<file path="config.mk">
export PLATFORM = sky130hd
export DESIGN_NAME = sgoc_top
export DESIGN_NICKNAME = d
export VERILOG_FILES = /design/src/shared/sgoc_pkg.sv /design/src/logic/sgoc_status_decoder.sv /design/src/logic/sgoc_group_select.sv /design/src/logic/sgoc_top.sv
export VERILOG_INCLUDE_DIRS = /design/src /design/src/shared
export SDC_FILE = /design/constraint.sdc
export NUM_CORES = 1
export LEC_CHECK = 0
export ABC_CLOCK_PERIOD_IN_PS = 5200
export BUFFER_PORTS_ARGS = -buffer_cell sky130_fd_sc_hd__buf_2
export CAP_MARGIN = 25
export CORE_MARGIN = 10
export CORE_UTILIZATION = 35
export DETAILED_ROUTE_END_ITERATION = 10
export GPL_TIMING_DRIVEN = 0
export HOLD_SLACK_MARGIN = 0.05
export SYNTH_ARGS = -nofsm -noshare
export SYNTH_HDL_FRONTEND = slang
export SYNTH_SLANG_ARGS = --single-unit
</file>
<file path="constraint.sdc">
create_clock -name pclk -period 5.2 [get_ports pclk]
set_input_delay 1.3 -clock pclk [delete_from_list [all_inputs] [get_ports pclk]]
set_output_delay 1.3 -clock pclk [all_outputs]
set_load 0.05 [all_outputs]
</file>
<file path="src/shared/sgoc_cfg.svh">
`ifndef SGOC_CFG_SVH
`define SGOC_CFG_SVH
// ****************************************
// Register byte offsets
// ****************************************
`define SGOC_A_CTRL 8'h00
`define SGOC_A_CMD 8'h04
`define SGOC_A_STAT 8'h08
`define SGOC_A_OPEN_CNT 8'h0c
`define SGOC_A_CLOSE_CNT 8'h10
`define SGOC_A_OPEN_FAIL 8'h14
`define SGOC_A_CLOSE_FAIL 8'h18
`define SGOC_A_GROUP_EN 8'h1c
`define SGOC_A_GROUP_REQ 8'h20
`define SGOC_A_EVT_MASK 8'h24
`define SGOC_A_PULSE_MAX 8'h28
`define SGOC_A_TIMEOUT 8'h2c
`define SGOC_A_TRAVERSE 8'h30
`define SGOC_A_GROUP_SRC 8'h34
`define SGOC_A_IO_MAP 8'h38
// ****************************************
// Reset values
// ****************************************
`define SGOC_GROUP_EN_RST 8'h01
`define SGOC_PULSE_RST 16'h0fa0
`define SGOC_TIMEOUT_RST 16'h9c40
`define SGOC_TRAVERSE_RST 16'h07d0
`define SGOC_IO_MAP_RST 32'h0001_3210
// ****************************************
// Pin slots in the synchroniser
// ****************************************
`define SGOC_PIN_LOC_OPEN 4
`define SGOC_PIN_LOC_CLOSE 5
`define SGOC_PIN_READY 6
`define SGOC_PIN_SYNC 7
`endif

</file>
<file path="src/shared/sgoc_pkg.sv">
package sgoc_pkg;
	// Decoded switchgear position
	typedef enum logic [1:0] {SGOC_POS_MID, SGOC_POS_OPEN, SGOC_POS_CLOSED,
		SGOC_POS_BAD} sgoc_pos_t;
	// Kind of controlled object
	typedef enum logic [1:0] {SGOC_OBJ_GND_DISC, SGOC_OBJ_MOTOR_DISC,
		SGOC_OBJ_BREAKER, SGOC_OBJ_WD_BREAKER} sgoc_obj_type_t;
	// Command sequencer states
	typedef enum logic [1:0] {SGOC_ST_IDLE, SGOC_ST_PULSE,
		SGOC_ST_WAIT} sgoc_ctl_state_t;
	// Control register
	typedef struct packed {
		logic [22:0] pad;
		logic remote_group_permit;
		logic forced_group_change_permit;
		logic pulse_only;
		sgoc_obj_type_t obj_type;
		logic ready_use;
		logic sync_use;
		logic remote;
		logic obj_enable;
	} sgoc_ctrl_t;
	// Command register, write-only strobes
	typedef struct packed {
		logic [28:0] pad;
		logic clear_stats;
		logic close;
		logic open;
	} sgoc_cmd_t;
	// Group change requests
	typedef struct packed {
		logic [23:0] pad;
		logic remote_req;
		logic [2:0] remote_grp;
		logic force_req;
		logic [2:0] force_grp;
	} sgoc_grp_req_t;
	// Feedback and output assignment
	typedef struct packed {
		logic [9:0] pad;
		logic [2:0] close_out;
		logic [2:0] open_out;
		logic [3:0] cart_out_src;
		logic [3:0] cart_in_src;
		logic [3:0] closed_src;
		logic [3:0] open_src;
	} sgoc_io_map_t;
	// Selectable signal sources
	typedef struct packed {
		logic zero;
		logic block;
		logic trip;
		logic start;
		logic obj_closed;
		logic obj_open;
		logic [1:0] temperature_sensor_alarm;
		logic [3:0] logic_sig;
		logic [3:0] dig;
	} sgoc_src_t;
	// One-hot decode of a 3-bit index
	function automatic logic [7:0] sgoc_onehot(input logic [2:0] i);
		sgoc_onehot = 8'h01 << i;
	endfunction
	// Pick one source bit
	function automatic logic sgoc_pick(input sgoc_src_t v, input logic [3:0] i);
		sgoc_pick = v[i];
	endfunction
endpackage

</file>
<file path="src/logic/sgoc_status_decoder.sv">
`timescale 1ns/100ps
module sgoc_status_decoder
	import sgoc_pkg::*;
(
	// Clock and reset
	input wire logic pclk,
	input wire logic presetn,
	input wire logic ce,
	// Feedback contacts and gap tolerance
	input wire logic open_fb,
	input wire logic closed_fb,
	input wire logic [15:0] traverse,
	// Decoded position
	output sgoc_pos_t pos
);
	// State: position and gap timer
	typedef struct packed {
		sgoc_pos_t pos;
		logic [15:0] gap_t;
	} sgoc_dec_state_t;
	sgoc_dec_state_t s;
	sgoc_dec_state_t next_s;

	// ****************************************
	// Decode
	// ****************************************
	// Gap between contacts is held for the traverse time
	always_comb begin
		next_s = s;
		next_s.gap_t = 16'h0000;
		case ({open_fb, closed_fb})
			2'b11: next_s.pos = SGOC_POS_BAD;
			2'b10: next_s.pos = SGOC_POS_OPEN;
			2'b01: next_s.pos = SGOC_POS_CLOSED;
			default: begin
				// Both low: travelling or stuck
				if (s.gap_t >= traverse) begin
					next_s.pos = SGOC_POS_MID;
					next_s.gap_t = s.gap_t;
				end else begin
					next_s.gap_t = s.gap_t + 16'h0001;
				end
			end
		endcase
	end

	// Register the state
	always_ff @(posedge pclk or negedge presetn) begin
		if (!presetn) begin
			s <= '{pos: SGOC_POS_MID, gap_t: 16'h0000};
		end else if (ce) begin
			s <= next_s;
		end
	end
	assign pos = s.pos;
endmodule

</file>
<file path="src/logic/sgoc_group_select.sv">
`timescale 1ns/100ps
module sgoc_group_select
	import sgoc_pkg::*;
(
	// Clock and reset
	input wire logic pclk,
	input wire logic presetn,
	input wire logic ce,
	// Configuration
	input wire logic [7:0] group_en,
	input wire logic [7:0] evt_mask,
	input wire logic pulse_only,
	input wire logic force_permit,
	input wire logic remote_permit,
	// Requests
	input wire logic [7:0] sel_levels,
	input wire sgoc_grp_req_t req,
	// Result
	output logic [2:0] active_group,
	output logic group_event
);
	// State: last levels, active group, event
	typedef struct packed {
		logic [7:0] prev;
		logic [2:0] active;
		logic event_p;
	} sgoc_grp_state_t;
	sgoc_grp_state_t s;
	sgoc_grp_state_t next_s;
	logic [7:0] loc_req;
	logic [7:0] all_req;

	// ****************************************
	// Priority selection
	// ****************************************
	// Lowest index wins; static levels only in mixed mode
	always_comb begin
		next_s = s;
		next_s.prev = sel_levels;
		next_s.event_p = 1'b0;
		loc_req = pulse_only ? (sel_levels & ~s.prev) : sel_levels;
		all_req = loc_req;
		if (req.force_req && force_permit) begin
			all_req = all_req | sgoc_onehot(req.force_grp);
		end
		if (req.remote_req && remote_permit) begin
			all_req = all_req | sgoc_onehot(req.remote_grp);
		end
		all_req = all_req & group_en;
		for (int g = 7; g >= 0; g--) begin
			if (all_req[g]) begin
				next_s.active = 3'(g);
			end
		end
		// Only events of groups set in evt_mask leave the block
		if (next_s.active != s.active) begin
			next_s.event_p = evt_mask[next_s.active];
		end
	end

	// Register the state; group 1 after reset
	always_ff @(posedge pclk or negedge presetn) begin
		if (!presetn) begin
			s <= '{prev: 8'h00, active: 3'h0, event_p: 1'b0};
		end else if (ce) begin
			s <= next_s;
		end
	end
	assign active_group = s.active;
	assign group_event = s.event_p;
endmodule

</file>
<file path="src/logic/sgoc_top.sv">
// The placing of the registers and the APB register port were decided locally.
`timescale 1ns/100ps
`include "sgoc_cfg.svh"
// Summary of operation
// - No contact asserted reports Intermittent
// - Both contacts asserted reports Bad
// - Local or remote authority, local default
// - Close needs sync permission and readiness
// - Count accepted open and close requests
// - Count requests ending without status change
// - Clear statistics zeroes all counters
// - Eight groups, only group 1 enabled after reset
// - Lowest numbered requested group wins
// - Forced change only while permitted
// - Remote group change only while permitted
// - Select inputs as pulses or mixed
// - Each group select has assignable source
// - Group events masked off after reset
// - Everything but group 1 disabled after reset
// - Object type selectable, breaker by default
// - Cart feedback for withdrawable, assignable inputs
// - Commands drive assigned digital outputs
// - Command pulse capped, cut on change
// - Timeout aborts and flags failed request
// - Contact gap tolerated for traverse time
module sgoc_top
	import sgoc_pkg::*;
(
	// Clock, reset, clock enable
	input wire logic pclk,
	input wire logic presetn,
	input wire logic ce,
	// APB slave
	input wire logic psel,
	input wire logic penable,
	input wire logic pwrite,
	input wire logic [7:0] paddr,
	input wire logic [31:0] pwdata,
	output logic [31:0] prdata,
	output logic pready,
	output logic pslverr,
	// Field pins, asynchronous
	input wire logic [3:0] dig_in,
	input wire logic local_open_in,
	input wire logic local_close_in,
	input wire logic obj_ready_in,
	input wire logic sync_permit_in,
	// Same-clock internal signals
	input wire logic [3:0] logic_sig,
	input wire logic [1:0] temperature_sensor_alarm,
	input wire logic prot_start,
	input wire logic prot_trip,
	input wire logic prot_block,
	// Switchgear commands and events
	output logic [7:0] dig_out,
	output logic [2:0] active_group,
	output logic group_event,
	output logic req_fail_event
);
	// ****************************************
	// State
	// ****************************************
	typedef struct packed {
		logic [7:0] pin_meta; // First sync stage
		logic [7:0] pin_sync; // Second sync stage
		logic [1:0] loc_prev; // Local command edge memory
		sgoc_ctrl_t ctrl;
		logic [7:0] group_en;
		logic [7:0] evt_mask;
		sgoc_grp_req_t grp_req;
		logic [15:0] pulse_max;
		logic [15:0] timeout;
		logic [15:0] traverse;
		logic [31:0] group_src;
		sgoc_io_map_t io_map;
		logic [15:0] open_cnt;
		logic [15:0] close_cnt;
		logic [15:0] open_fail;
		logic [15:0] close_fail;
		sgoc_ctl_state_t fsm;
		logic closing; // Command in progress is a close
		logic [15:0] pulse_t;
		logic [15:0] wait_t;
		logic [31:0] prdata;
		logic pready;
		logic pslverr;
		logic [7:0] dig_out;
		logic req_fail_event;
	} sgoc_top_state_t;
	sgoc_top_state_t s;
	sgoc_top_state_t next_s;

	// Combinational helpers
	sgoc_src_t src;
	sgoc_cmd_t cmd;
	sgoc_pos_t obj_pos;
	sgoc_pos_t cart_pos;
	logic [7:0] sel_levels;
	logic wr_en;
	logic setup;
	logic loc_open_edge;
	logic loc_close_edge;
	logic req_open;
	logic req_close;
	logic close_ok;
	logic reached;
	logic clear;

	// ****************************************
	// Source selection
	// ****************************************
	// Digital inputs are read only after synchronisation
	always_comb begin
		src.zero = 1'b0;
		src.block = prot_block;
		src.trip = prot_trip;
		src.start = prot_start;
		src.obj_closed = (obj_pos == SGOC_POS_CLOSED);
		src.obj_open = (obj_pos == SGOC_POS_OPEN);
		src.temperature_sensor_alarm = temperature_sensor_alarm;
		src.logic_sig = logic_sig;
		src.dig = s.pin_sync[3:0];
	end

	// Each group has its own selector field
	genvar g;
	generate
		for (g = 0; g < 8; g++) begin : gsel
			assign sel_levels[g] = sgoc_pick(src, s.group_src[4*g +: 4]);
		end
	endgenerate

	// ****************************************
	// Position decoders
	// ****************************************
	// Main contacts; feedback is routed from selectable sources
	sgoc_status_decoder u_obj_dec (
		.pclk(pclk),
		.presetn(presetn),
		.ce(ce),
		.open_fb(sgoc_pick(src, s.io_map.open_src)),
		.closed_fb(sgoc_pick(src, s.io_map.closed_src)),
		.traverse(s.traverse),
		.pos(obj_pos)
	);

	// Cart contacts; only meaningful for withdrawable type
	sgoc_status_decoder u_cart_dec (
		.pclk(pclk),
		.presetn(presetn),
		.ce(ce),
		.open_fb(sgoc_pick(src, s.io_map.cart_out_src)),
		.closed_fb(sgoc_pick(src, s.io_map.cart_in_src)),
		.traverse(s.traverse),
		.pos(cart_pos)
	);

	// ****************************************
	// Setting groups
	// ****************************************
	sgoc_group_select u_grp (
		.pclk(pclk),
		.presetn(presetn),
		.ce(ce),
		.group_en(s.group_en),
		.evt_mask(s.evt_mask),
		.pulse_only(s.ctrl.pulse_only),
		.force_permit(s.ctrl.forced_group_change_permit),
		.remote_permit(s.ctrl.remote_group_permit),
		.sel_levels(sel_levels),
		.req(s.grp_req),
		.active_group(active_group),
		.group_event(group_event)
	);

	// ****************************************
	// Next state
	// ****************************************
	// Bus access, command sequencing and statistics
	always_comb begin
		next_s = s;
		cmd = sgoc_cmd_t'(pwdata);
		setup = psel && !penable;
		wr_en = psel && penable && s.pready && pwrite;
		// Pins pass two flops before use
		next_s.pin_meta = {sync_permit_in, obj_ready_in, local_close_in,
			local_open_in, dig_in};
		next_s.pin_sync = s.pin_meta;
		next_s.loc_prev = {s.pin_sync[`SGOC_PIN_LOC_CLOSE], s.pin_sync[`SGOC_PIN_LOC_OPEN]};
		loc_open_edge = s.pin_sync[`SGOC_PIN_LOC_OPEN] && !s.loc_prev[0];
		loc_close_edge = s.pin_sync[`SGOC_PIN_LOC_CLOSE] && !s.loc_prev[1];
		// Group requests act for one cycle
		next_s.grp_req.force_req = 1'b0;
		next_s.grp_req.remote_req = 1'b0;
		clear = 1'b0;
		req_open = 1'b0;
		req_close = 1'b0;
		// Register writes
		if (wr_en) begin
			case (paddr)
				`SGOC_A_CTRL: next_s.ctrl = sgoc_ctrl_t'(pwdata);
				`SGOC_A_CMD: begin
					// Bus open and close commands only count in remote mode
					req_open = cmd.open && s.ctrl.remote;
					req_close = cmd.close && s.ctrl.remote;
					clear = cmd.clear_stats;
				end
				`SGOC_A_GROUP_EN: next_s.group_en = pwdata[7:0];
				`SGOC_A_GROUP_REQ: next_s.grp_req = sgoc_grp_req_t'(pwdata);
				`SGOC_A_EVT_MASK: next_s.evt_mask = pwdata[7:0];
				`SGOC_A_PULSE_MAX: next_s.pulse_max = pwdata[15:0];
				`SGOC_A_TIMEOUT: next_s.timeout = pwdata[15:0];
				`SGOC_A_TRAVERSE: next_s.traverse = pwdata[15:0];
				`SGOC_A_GROUP_SRC: next_s.group_src = pwdata;
				`SGOC_A_IO_MAP: next_s.io_map = sgoc_io_map_t'(pwdata);
				default: next_s.ctrl = s.ctrl;
			endcase
		end
		// Local inputs only count in local mode
		if (!s.ctrl.remote) begin
			req_open = loc_open_edge;
			req_close = loc_close_edge;
		end
		// Close interlocks
		close_ok = (!s.ctrl.sync_use || s.pin_sync[`SGOC_PIN_SYNC])
			&& (!s.ctrl.ready_use || s.pin_sync[`SGOC_PIN_READY]);
		reached = s.closing ? (obj_pos == SGOC_POS_CLOSED) : (obj_pos == SGOC_POS_OPEN);
		// Clear first so a same-cycle count survives
		if (clear) begin
			next_s.open_cnt = 16'h0000;
			next_s.close_cnt = 16'h0000;
			next_s.open_fail = 16'h0000;
			next_s.close_fail = 16'h0000;
		end
		next_s.req_fail_event = 1'b0;
		next_s.pulse_t = s.pulse_t + 16'h0001;
		next_s.wait_t = s.wait_t + 16'h0001;
		case (s.fsm)
			SGOC_ST_IDLE: begin
				// Disabled object ignores open and close commands; open wins a tie
				if (s.ctrl.obj_enable && req_open) begin
					next_s.fsm = SGOC_ST_PULSE;
					next_s.closing = 1'b0;
					next_s.open_cnt = next_s.open_cnt + 16'h0001;
				end else if (s.ctrl.obj_enable && req_close && close_ok) begin
					next_s.fsm = SGOC_ST_PULSE;
					next_s.closing = 1'b1;
					next_s.close_cnt = next_s.close_cnt + 16'h0001;
				end
				next_s.pulse_t = 16'h0001;
				next_s.wait_t = 16'h0001;
			end
			SGOC_ST_PULSE, SGOC_ST_WAIT: begin
				if (reached) begin
					next_s.fsm = SGOC_ST_IDLE;
				end else if (s.wait_t >= s.timeout) begin
					// Give up; status never followed the command
					next_s.fsm = SGOC_ST_IDLE;
					next_s.req_fail_event = 1'b1;
					if (s.closing) begin
						next_s.close_fail = next_s.close_fail + 16'h0001;
					end else begin
						next_s.open_fail = next_s.open_fail + 16'h0001;
					end
				end else if (s.pulse_t >= s.pulse_max) begin
					next_s.fsm = SGOC_ST_WAIT;
				end
			end
			default: next_s.fsm = SGOC_ST_IDLE;
		endcase
		// Command output follows the pulse state
		next_s.dig_out = 8'h00;
		if (next_s.fsm == SGOC_ST_PULSE) begin
			next_s.dig_out = sgoc_onehot(next_s.closing ? s.io_map.close_out :
				s.io_map.open_out);
		end
		// APB: data latched in setup, ready in access phase
		next_s.pready = setup;
		next_s.pslverr = 1'b0;
		next_s.prdata = 32'h0000_0000;
		if (setup) begin
			case (paddr)
				`SGOC_A_CTRL: next_s.prdata = s.ctrl;
				`SGOC_A_CMD: next_s.prdata = 32'h0000_0000;
				`SGOC_A_STAT: next_s.prdata = {22'h00_0000, active_group, s.fsm,
					(s.ctrl.obj_type == SGOC_OBJ_WD_BREAKER) ? cart_pos : SGOC_POS_MID,
					obj_pos, 1'b0};
				`SGOC_A_OPEN_CNT: next_s.prdata = {16'h0000, s.open_cnt};
				`SGOC_A_CLOSE_CNT: next_s.prdata = {16'h0000, s.close_cnt};
				`SGOC_A_OPEN_FAIL: next_s.prdata = {16'h0000, s.open_fail};
				`SGOC_A_CLOSE_FAIL: next_s.prdata = {16'h0000, s.close_fail};
				`SGOC_A_GROUP_EN: next_s.prdata = {24'h00_0000, s.group_en};
				`SGOC_A_GROUP_REQ: next_s.prdata = s.grp_req;
				`SGOC_A_EVT_MASK: next_s.prdata = {24'h00_0000, s.evt_mask};
				`SGOC_A_PULSE_MAX: next_s.prdata = {16'h0000, s.pulse_max};
				`SGOC_A_TIMEOUT: next_s.prdata = {16'h0000, s.timeout};
				`SGOC_A_TRAVERSE: next_s.prdata = {16'h0000, s.traverse};
				`SGOC_A_GROUP_SRC: next_s.prdata = s.group_src;
				`SGOC_A_IO_MAP: next_s.prdata = s.io_map;
				default: next_s.pslverr = 1'b1;
			endcase
		end
	end

	// ****************************************
	// Registers
	// ****************************************
	// All but group 1 disabled, local, breaker type, events masked at reset
	always_ff @(posedge pclk or negedge presetn) begin
		if (!presetn) begin
			s <= '0;
			s.ctrl.obj_type <= SGOC_OBJ_BREAKER;
			s.group_en <= `SGOC_GROUP_EN_RST;
			s.pulse_max <= `SGOC_PULSE_RST;
			s.timeout <= `SGOC_TIMEOUT_RST;
			s.traverse <= `SGOC_TRAVERSE_RST;
			s.io_map <= `SGOC_IO_MAP_RST;
		end else if (ce) begin
			s <= next_s;
		end
	end
	assign prdata = s.prdata;
	assign pready = s.pready;
	assign pslverr = s.pslverr;
	assign dig_out = s.dig_out;
	assign req_fail_event = s.req_fail_event;
endmodule

</file>
Word-level counts from Yosys, hierarchy flattened:

Cells that the tools add are included.

* bits in registers: 400
* latch bits: 0
* RAM bits: 0
* memory bits (read-only): 0
* input port bits: 63
* output and inout port bits: 47
* word-level logic and storage cells: 243
* memories: 0

* add/subtract/negate cells: 8
* multipliers: 0
* div/mod/pow operators: 0
* magnitude comparators: 17
* equal/unequal tests: 29
* shift operators: 3
* multiplexer cells: 89
* bitwise gates (word level): 5
* reductions and logical operators: 42

Operators by type and width (number)
* 32-bit one-hot mux with 14 select lines: 1
* 32-bit 2-to-1 mux: 7
* 16-bit 2-to-1 mux: 12
* 16-bit by 1-bit adder with 16-bit output, second input constant: 8
* 120-bit 2-to-1 mux: 1
* 16-bit >= comparator: 4
* 64-bit 2-to-1 mux: 1
* 4-bit by 5-bit < comparator with 1-bit output, second input constant: 12
* 8-bit by 6-bit equality test with 1-bit output, second input constant: 7
* 1-bit binary-select mux with 4-bit select: 12
* 8-bit 2-to-1 mux: 5
* 3-bit 2-to-1 mux: 11
* 33-bit 2-to-1 mux: 1
* 8-bit by 5-bit equality test with 1-bit output, second input constant: 4
* 1-bit 2-to-1 mux: 28
* 3-bit AND reduction: 9
* 1-bit by 3-bit << shifter with 8-bit output, first input constant: 3
* 8-bit bitwise AND: 2
* 8-bit by 4-bit equality test with 1-bit output, second input constant: 2
* 8-bit bitwise OR: 2
* 15-bit OR reduction: 1
* 2-bit equality test, second input constant: 7
* 1-bit logical AND: 14
* 2-bit 2-to-1 mux: 6
* other kinds (17): 33

Logic depth before layout (Yosys ltp):

* word-level depth: 21
* mapped depth: 13
* depth with buffers taken out: 12

Cells and area by module:

Synthesis repeated with hierarchy kept, for this count alone.

* cell total of the unflattened synthesis: 2180
* area total of the unflattened synthesis: 23273.6 um2

Modules (own cells, without submodules)
* sgoc_top: times used 1, cells each 1659, area each 18936.9 um2, seq. area each 8838.5 um2
* sgoc_status_decoder: times used 2, cells each 203, area each 1659.1 um2, seq. area each 450.4 um2
* sgoc_group_select: times used 1, cells each 115, area each 1018.5 um2, seq. area each 300.3 um2

Least setup slack after synthesis:

Ideal clock, no wire load.

* path kind: in2reg
* start: in paddr[5]
* end: reg s[119] (netlist bit)
* library setup time: 0.125 ns
* data arrival time: 3.725 ns
* required time: 5.075 ns
* setup slack: 1.349 ns
* stages: 11
* path buffers: 2
* cells stage by stage: or4_1 clkbuf_1 or4_4 a21oi_4 and4_1 and4_4 and4_1 buf_4 nand3_2 a21oi_1 mux2i_1

* word-level cells in the longest chain between the ends: 9
* elaborated cells on any way between the ends: 17
* those cells by class: add/sub: 1; eq/ne: 1; mux: 12; reduce/logical: 3

Ends and longest elaborated chain
* start: declaration: line sgoc_top.sv:37 `input wire logic [7:0] paddr,`
* 8-bit by 3-bit equality test with 1-bit output (*): line sgoc_top.sv:200 `case (paddr)`
* parallel branches: the longest is 7 deep, another holds 16-bit by 1-bit adder with 16-bit output
* 32-bit 2-to-1 mux (*): line sgoc_top.sv:238 `case (s.fsm)`
* end signal: assignment: line sgoc_top.sv:319 `s <= next_s;`
* end: declaration: line sgoc_top.sv:90 `sgoc_top_state_t s;`

Mark *: on every way between the ends.
A chain may end at the register's enable or synchronous reset.

Final worst setup path:

* start: in paddr[5]
* end: reg s[120] (netlist bit)

Same word-level chain as after synthesis.

==> impl_metrics.ini <==
[outcome]
outcome = finished clean

[floorplan]
die_width_um = 273
start_util = 0.355
dieArea_um2 = 74700
fp-row-count = 92
ios = 110
fp.coreArea_um2 = 63300
die_h_um = 273

[global_routing]
grt_pass1_wl_mm = 127
busiest_layer = met2
grt_max_degree = 119
grt_antenna_before_repair = 6
grt_use_met2 = 0.352
grt_overflow_total = 0
met1_usage = 0.295
grt_use_met3 = 0.0514
grt_pass1_vias = 18664
grtUsageTotal = 0.227

[layout]
final_area_um2 = 25700
instances_no_fill = 3163
area_growth_pct = 14.5
nets = 2414
drive_gt1_frac = 0.220

[logic_synthesis]
synth_top_area_frac = 0.419
synthesis.instances = 2114
synth.most_common_cell = dfrtp_1
synth_area_leaders = dfrtp_1 (42%), mux2_2 (11%), ha_1 (4.1%)
async_flop_share = 1.00
ys_types = 79
synth_compound_area_frac = 0.153
syn_avg_cell_area_um2 = 10.6
synth_common_cells = dfrtp_1 (376), mux2_2 (219), nand2_1 (149)
synthAdderAreaFrac = 0.0412
synth-main-ff-cell = dfrtp_1
synth-edff-count = 0
ys_ff_latch = 400
synth_area_leader_cell = dfrtp_1
yosysWarnings = 0
synth_top_family_by_area = multiplexers
seq_area_frac_synth = 0.447
synth-simple-area-share = 0.128
muxShareOfSynthArea = 0.153
synth_fp_nets = 2251
syn_area_um2 = 22500
synth_xor_area_frac = 0.0281

[critical_path]
cpLargestDelayFamily = simple AND/OR/NAND/NOR gates
cpPeakStageDelay_ns = 0.53
reg2reg_slack_ns = 1.12
worst-path-buf-inv = 5
arrival_ns = 5.04
crit_path_end_kind = flip-flop
crit_path_max_fanout = 10
critPathKind = input pin to flip-flop
cp.required_ns = 5.73
critPathSlowestCell = or4_1
start_kind = input pin
cpMostUsedCell = clkbuf_1
crit_path_cell_trace = buf_2 -> or4_1 -> clkbuf_1 -> nor3_1 -> nand2_1 -> clkbuf_1 -> clkbuf_1 -> and2_1 -> ha_1 -> and3_1 -> buf_2 -> a21oi_1 -> o21ai_0 -> o21ai_0

[cts]
cts_tree = built
hold_buffers = 0
h-tree-depth = 2
clock_latency_ns = 0.62
clock_path_buffers = 3
cts-root-buf = clkbuf_16
postCtsSetupBuffers = 0
clk_pin_slew_worst_paths_ns = 0.06
postCtsResizedCells = 0
cts_buffers = 47
cts_sinks = 400

[detailed_routing]
remaining_drc_errors = 0
dr.pass1.iters = 8
wire_per_inst_um = 27.3
vias = 18846
vias_per_cell = 5.96
wl_mm = 86.2
ant_nets = 0
drt-initial-drc-count = 2248

[timing]
rsz0062_at_grt = false
tns_ns = 0
fmax_mhz = 222
worst_slack_ns = 0.691
setup_viol = 0
drv_slew = 0
skew_ns = 0.0304
min_period_ns = 4.51
slew_headroom = 0.239
worst_pin_slew_ns = 1.14
period_share = 0.867
finalHoldViolCount = 0

[pwr]
seqPwrFrac = 0.443
clkPwrFrac = 0.448
irDropWorstVdd_mv = 0.199
power.share.switching = 0.278
p_per_area_nw_per_um2 = 288
p_leak_nw = 11.4
p_comb_frac = 0.109
intPower_mw = 5.35
p_switching_mw = 2.06

[job]
maxCapViolCount = 0

[place]
preCtsSetupSlack_ns = 0.132
post-dp-hpwl_mm = 64.5
portBuffers = 107
routabilityCongestion = 1.03
dp.cells = 3073
place_area_um2 = 24200

[min_path]
hold_class = flip-flop to flip-flop
-- flip-flops by register name, summed over array words and instances (netlist names), 2 cells and up --
| signal | flops |
|---|---|
| u_grp.s | 8 |
| prdata | 32 |
| u_cart_dec.s | 16 |
| s | 299 |
| u_cart_dec.pos | 2 |
| u_grp.active_group | 3 |
| u_obj_dec.s | 16 |
| dig_out | 8 |
| next_s | 10 |
| u_obj_dec.pos | 2 |
-- final timing paths --
kind                             from         end  cells after the start
max                          paddr[5]      s[120]                     14
min                        u_grp.s[7]  u_grp.s[7]                      1
max reg2reg                     s[59]  dig_out[1]                     12
min reg2reg                u_grp.s[7]  u_grp.s[7]                      1
max in group asynchronous     presetn   prdata[7]                      2
min in group asynchronous     presetn  prdata[30]                      1
-- layer usage --
| metal | up-vias | share of wire | wire length [um] |
|---|---|---|---|
| li1 | 8164 | - | - |
| met1 | 9548 | 0.41 | 35400 |
| met2 | 927 | 0.45 | 38600 |
| met3 | 201 | 0.091 | 7880 |
| met4 | 6 | 0.049 | 4180 |
| met5 | - | 0.00053 | 46 |
-- worst reg2reg max path, stage by stage (launching register included) --
cell       delay, ns
dfrtp_1         0.42
inv_1           0.09
ha_1            0.28
nand2b_1        0.14
a21o_1          0.18
a21o_1          0.17
a21o_1          0.17
a21o_1          0.18
a2111oi_0       0.43
o21ai_0         0.37
a211oi_1        0.87
nand4b_1        0.43
o2bb2ai_1       0.25
-- stage by stage --
stage | hold WS (ns) | utilization | total power, mW
after floorplan | 0.440 | - | 3.72
after global placement | 0.457 | 0.380 | 4.10
after detailed placement | 0.465 | 0.382 | 4.13
after CTS | 0.479 | 0.406 | 7.44
after global routing | 0.502 | 0.406 | 7.65
final | 0.478 | 0.406 | 7.41
-- power groups by stage --
stage	logic [mW]	registers (mW)	clock network, mW
floorplan	0.415	3.31	0
global placement	0.765	3.33	0
global route	0.861	3.29	3.50
finish	0.807	3.29	3.32
detailed placement	0.793	3.33	0
CTS	0.797	3.28	3.36
-- placed cells by master, fill, tap and decap left out, types with 12 or more instances in the layout --
master and instances:
buf_4 44, a22oi_1 35, nand4_1 38, buf_2 110, a21o_1 51, clkbuf_1 117, and3_1 35, a221oi_1 45
ha_1 74, clkbuf_16 48, dfrtp_1 376, nor3_1 27, a211oi_1 24, a31oi_1 12, a22o_1 51, inv_1 82
nor2_1 118, nand2b_1 22, mux2_2 219, nand3b_1 21, o22ai_1 13, mux4_2 25, xor2_1 40, o21ai_0 53
dfstp_2 24, and2_1 17, buf_1 19, mux2i_1 40, o211ai_1 16, nand3_1 65, a21oi_1 64, xnor2_1 32
o2bb2ai_1 36, nand2_1 149
-- final cells by class --
type,instances,area (um^2)
Antenna cell,3,7.51
Multi-Input combinational cell,1466,11300
Tap cell,846,1060
Inverter,82,308
Sequential cell,400,10000
Timing Repair Buffer,114,681
Clock buffer,73,1370
Clock inverter,13,155
Buffer,166,793
Fill cell,6146,37600
-- cells by family (layout without fill, tap and decap cells) --
logic type | count (synthesis) | in the layout
other cells | 0 | 3
mux | 285 | 285
flops | 400 | 400
fa+ha+maj | 74 | 74
simple gates | 565 | 565
xor+xnor | 72 | 72
buf+inv | 248 | 448
compound gates | 470 | 470
Note: power is estimated with default switching activity, not from simulation.
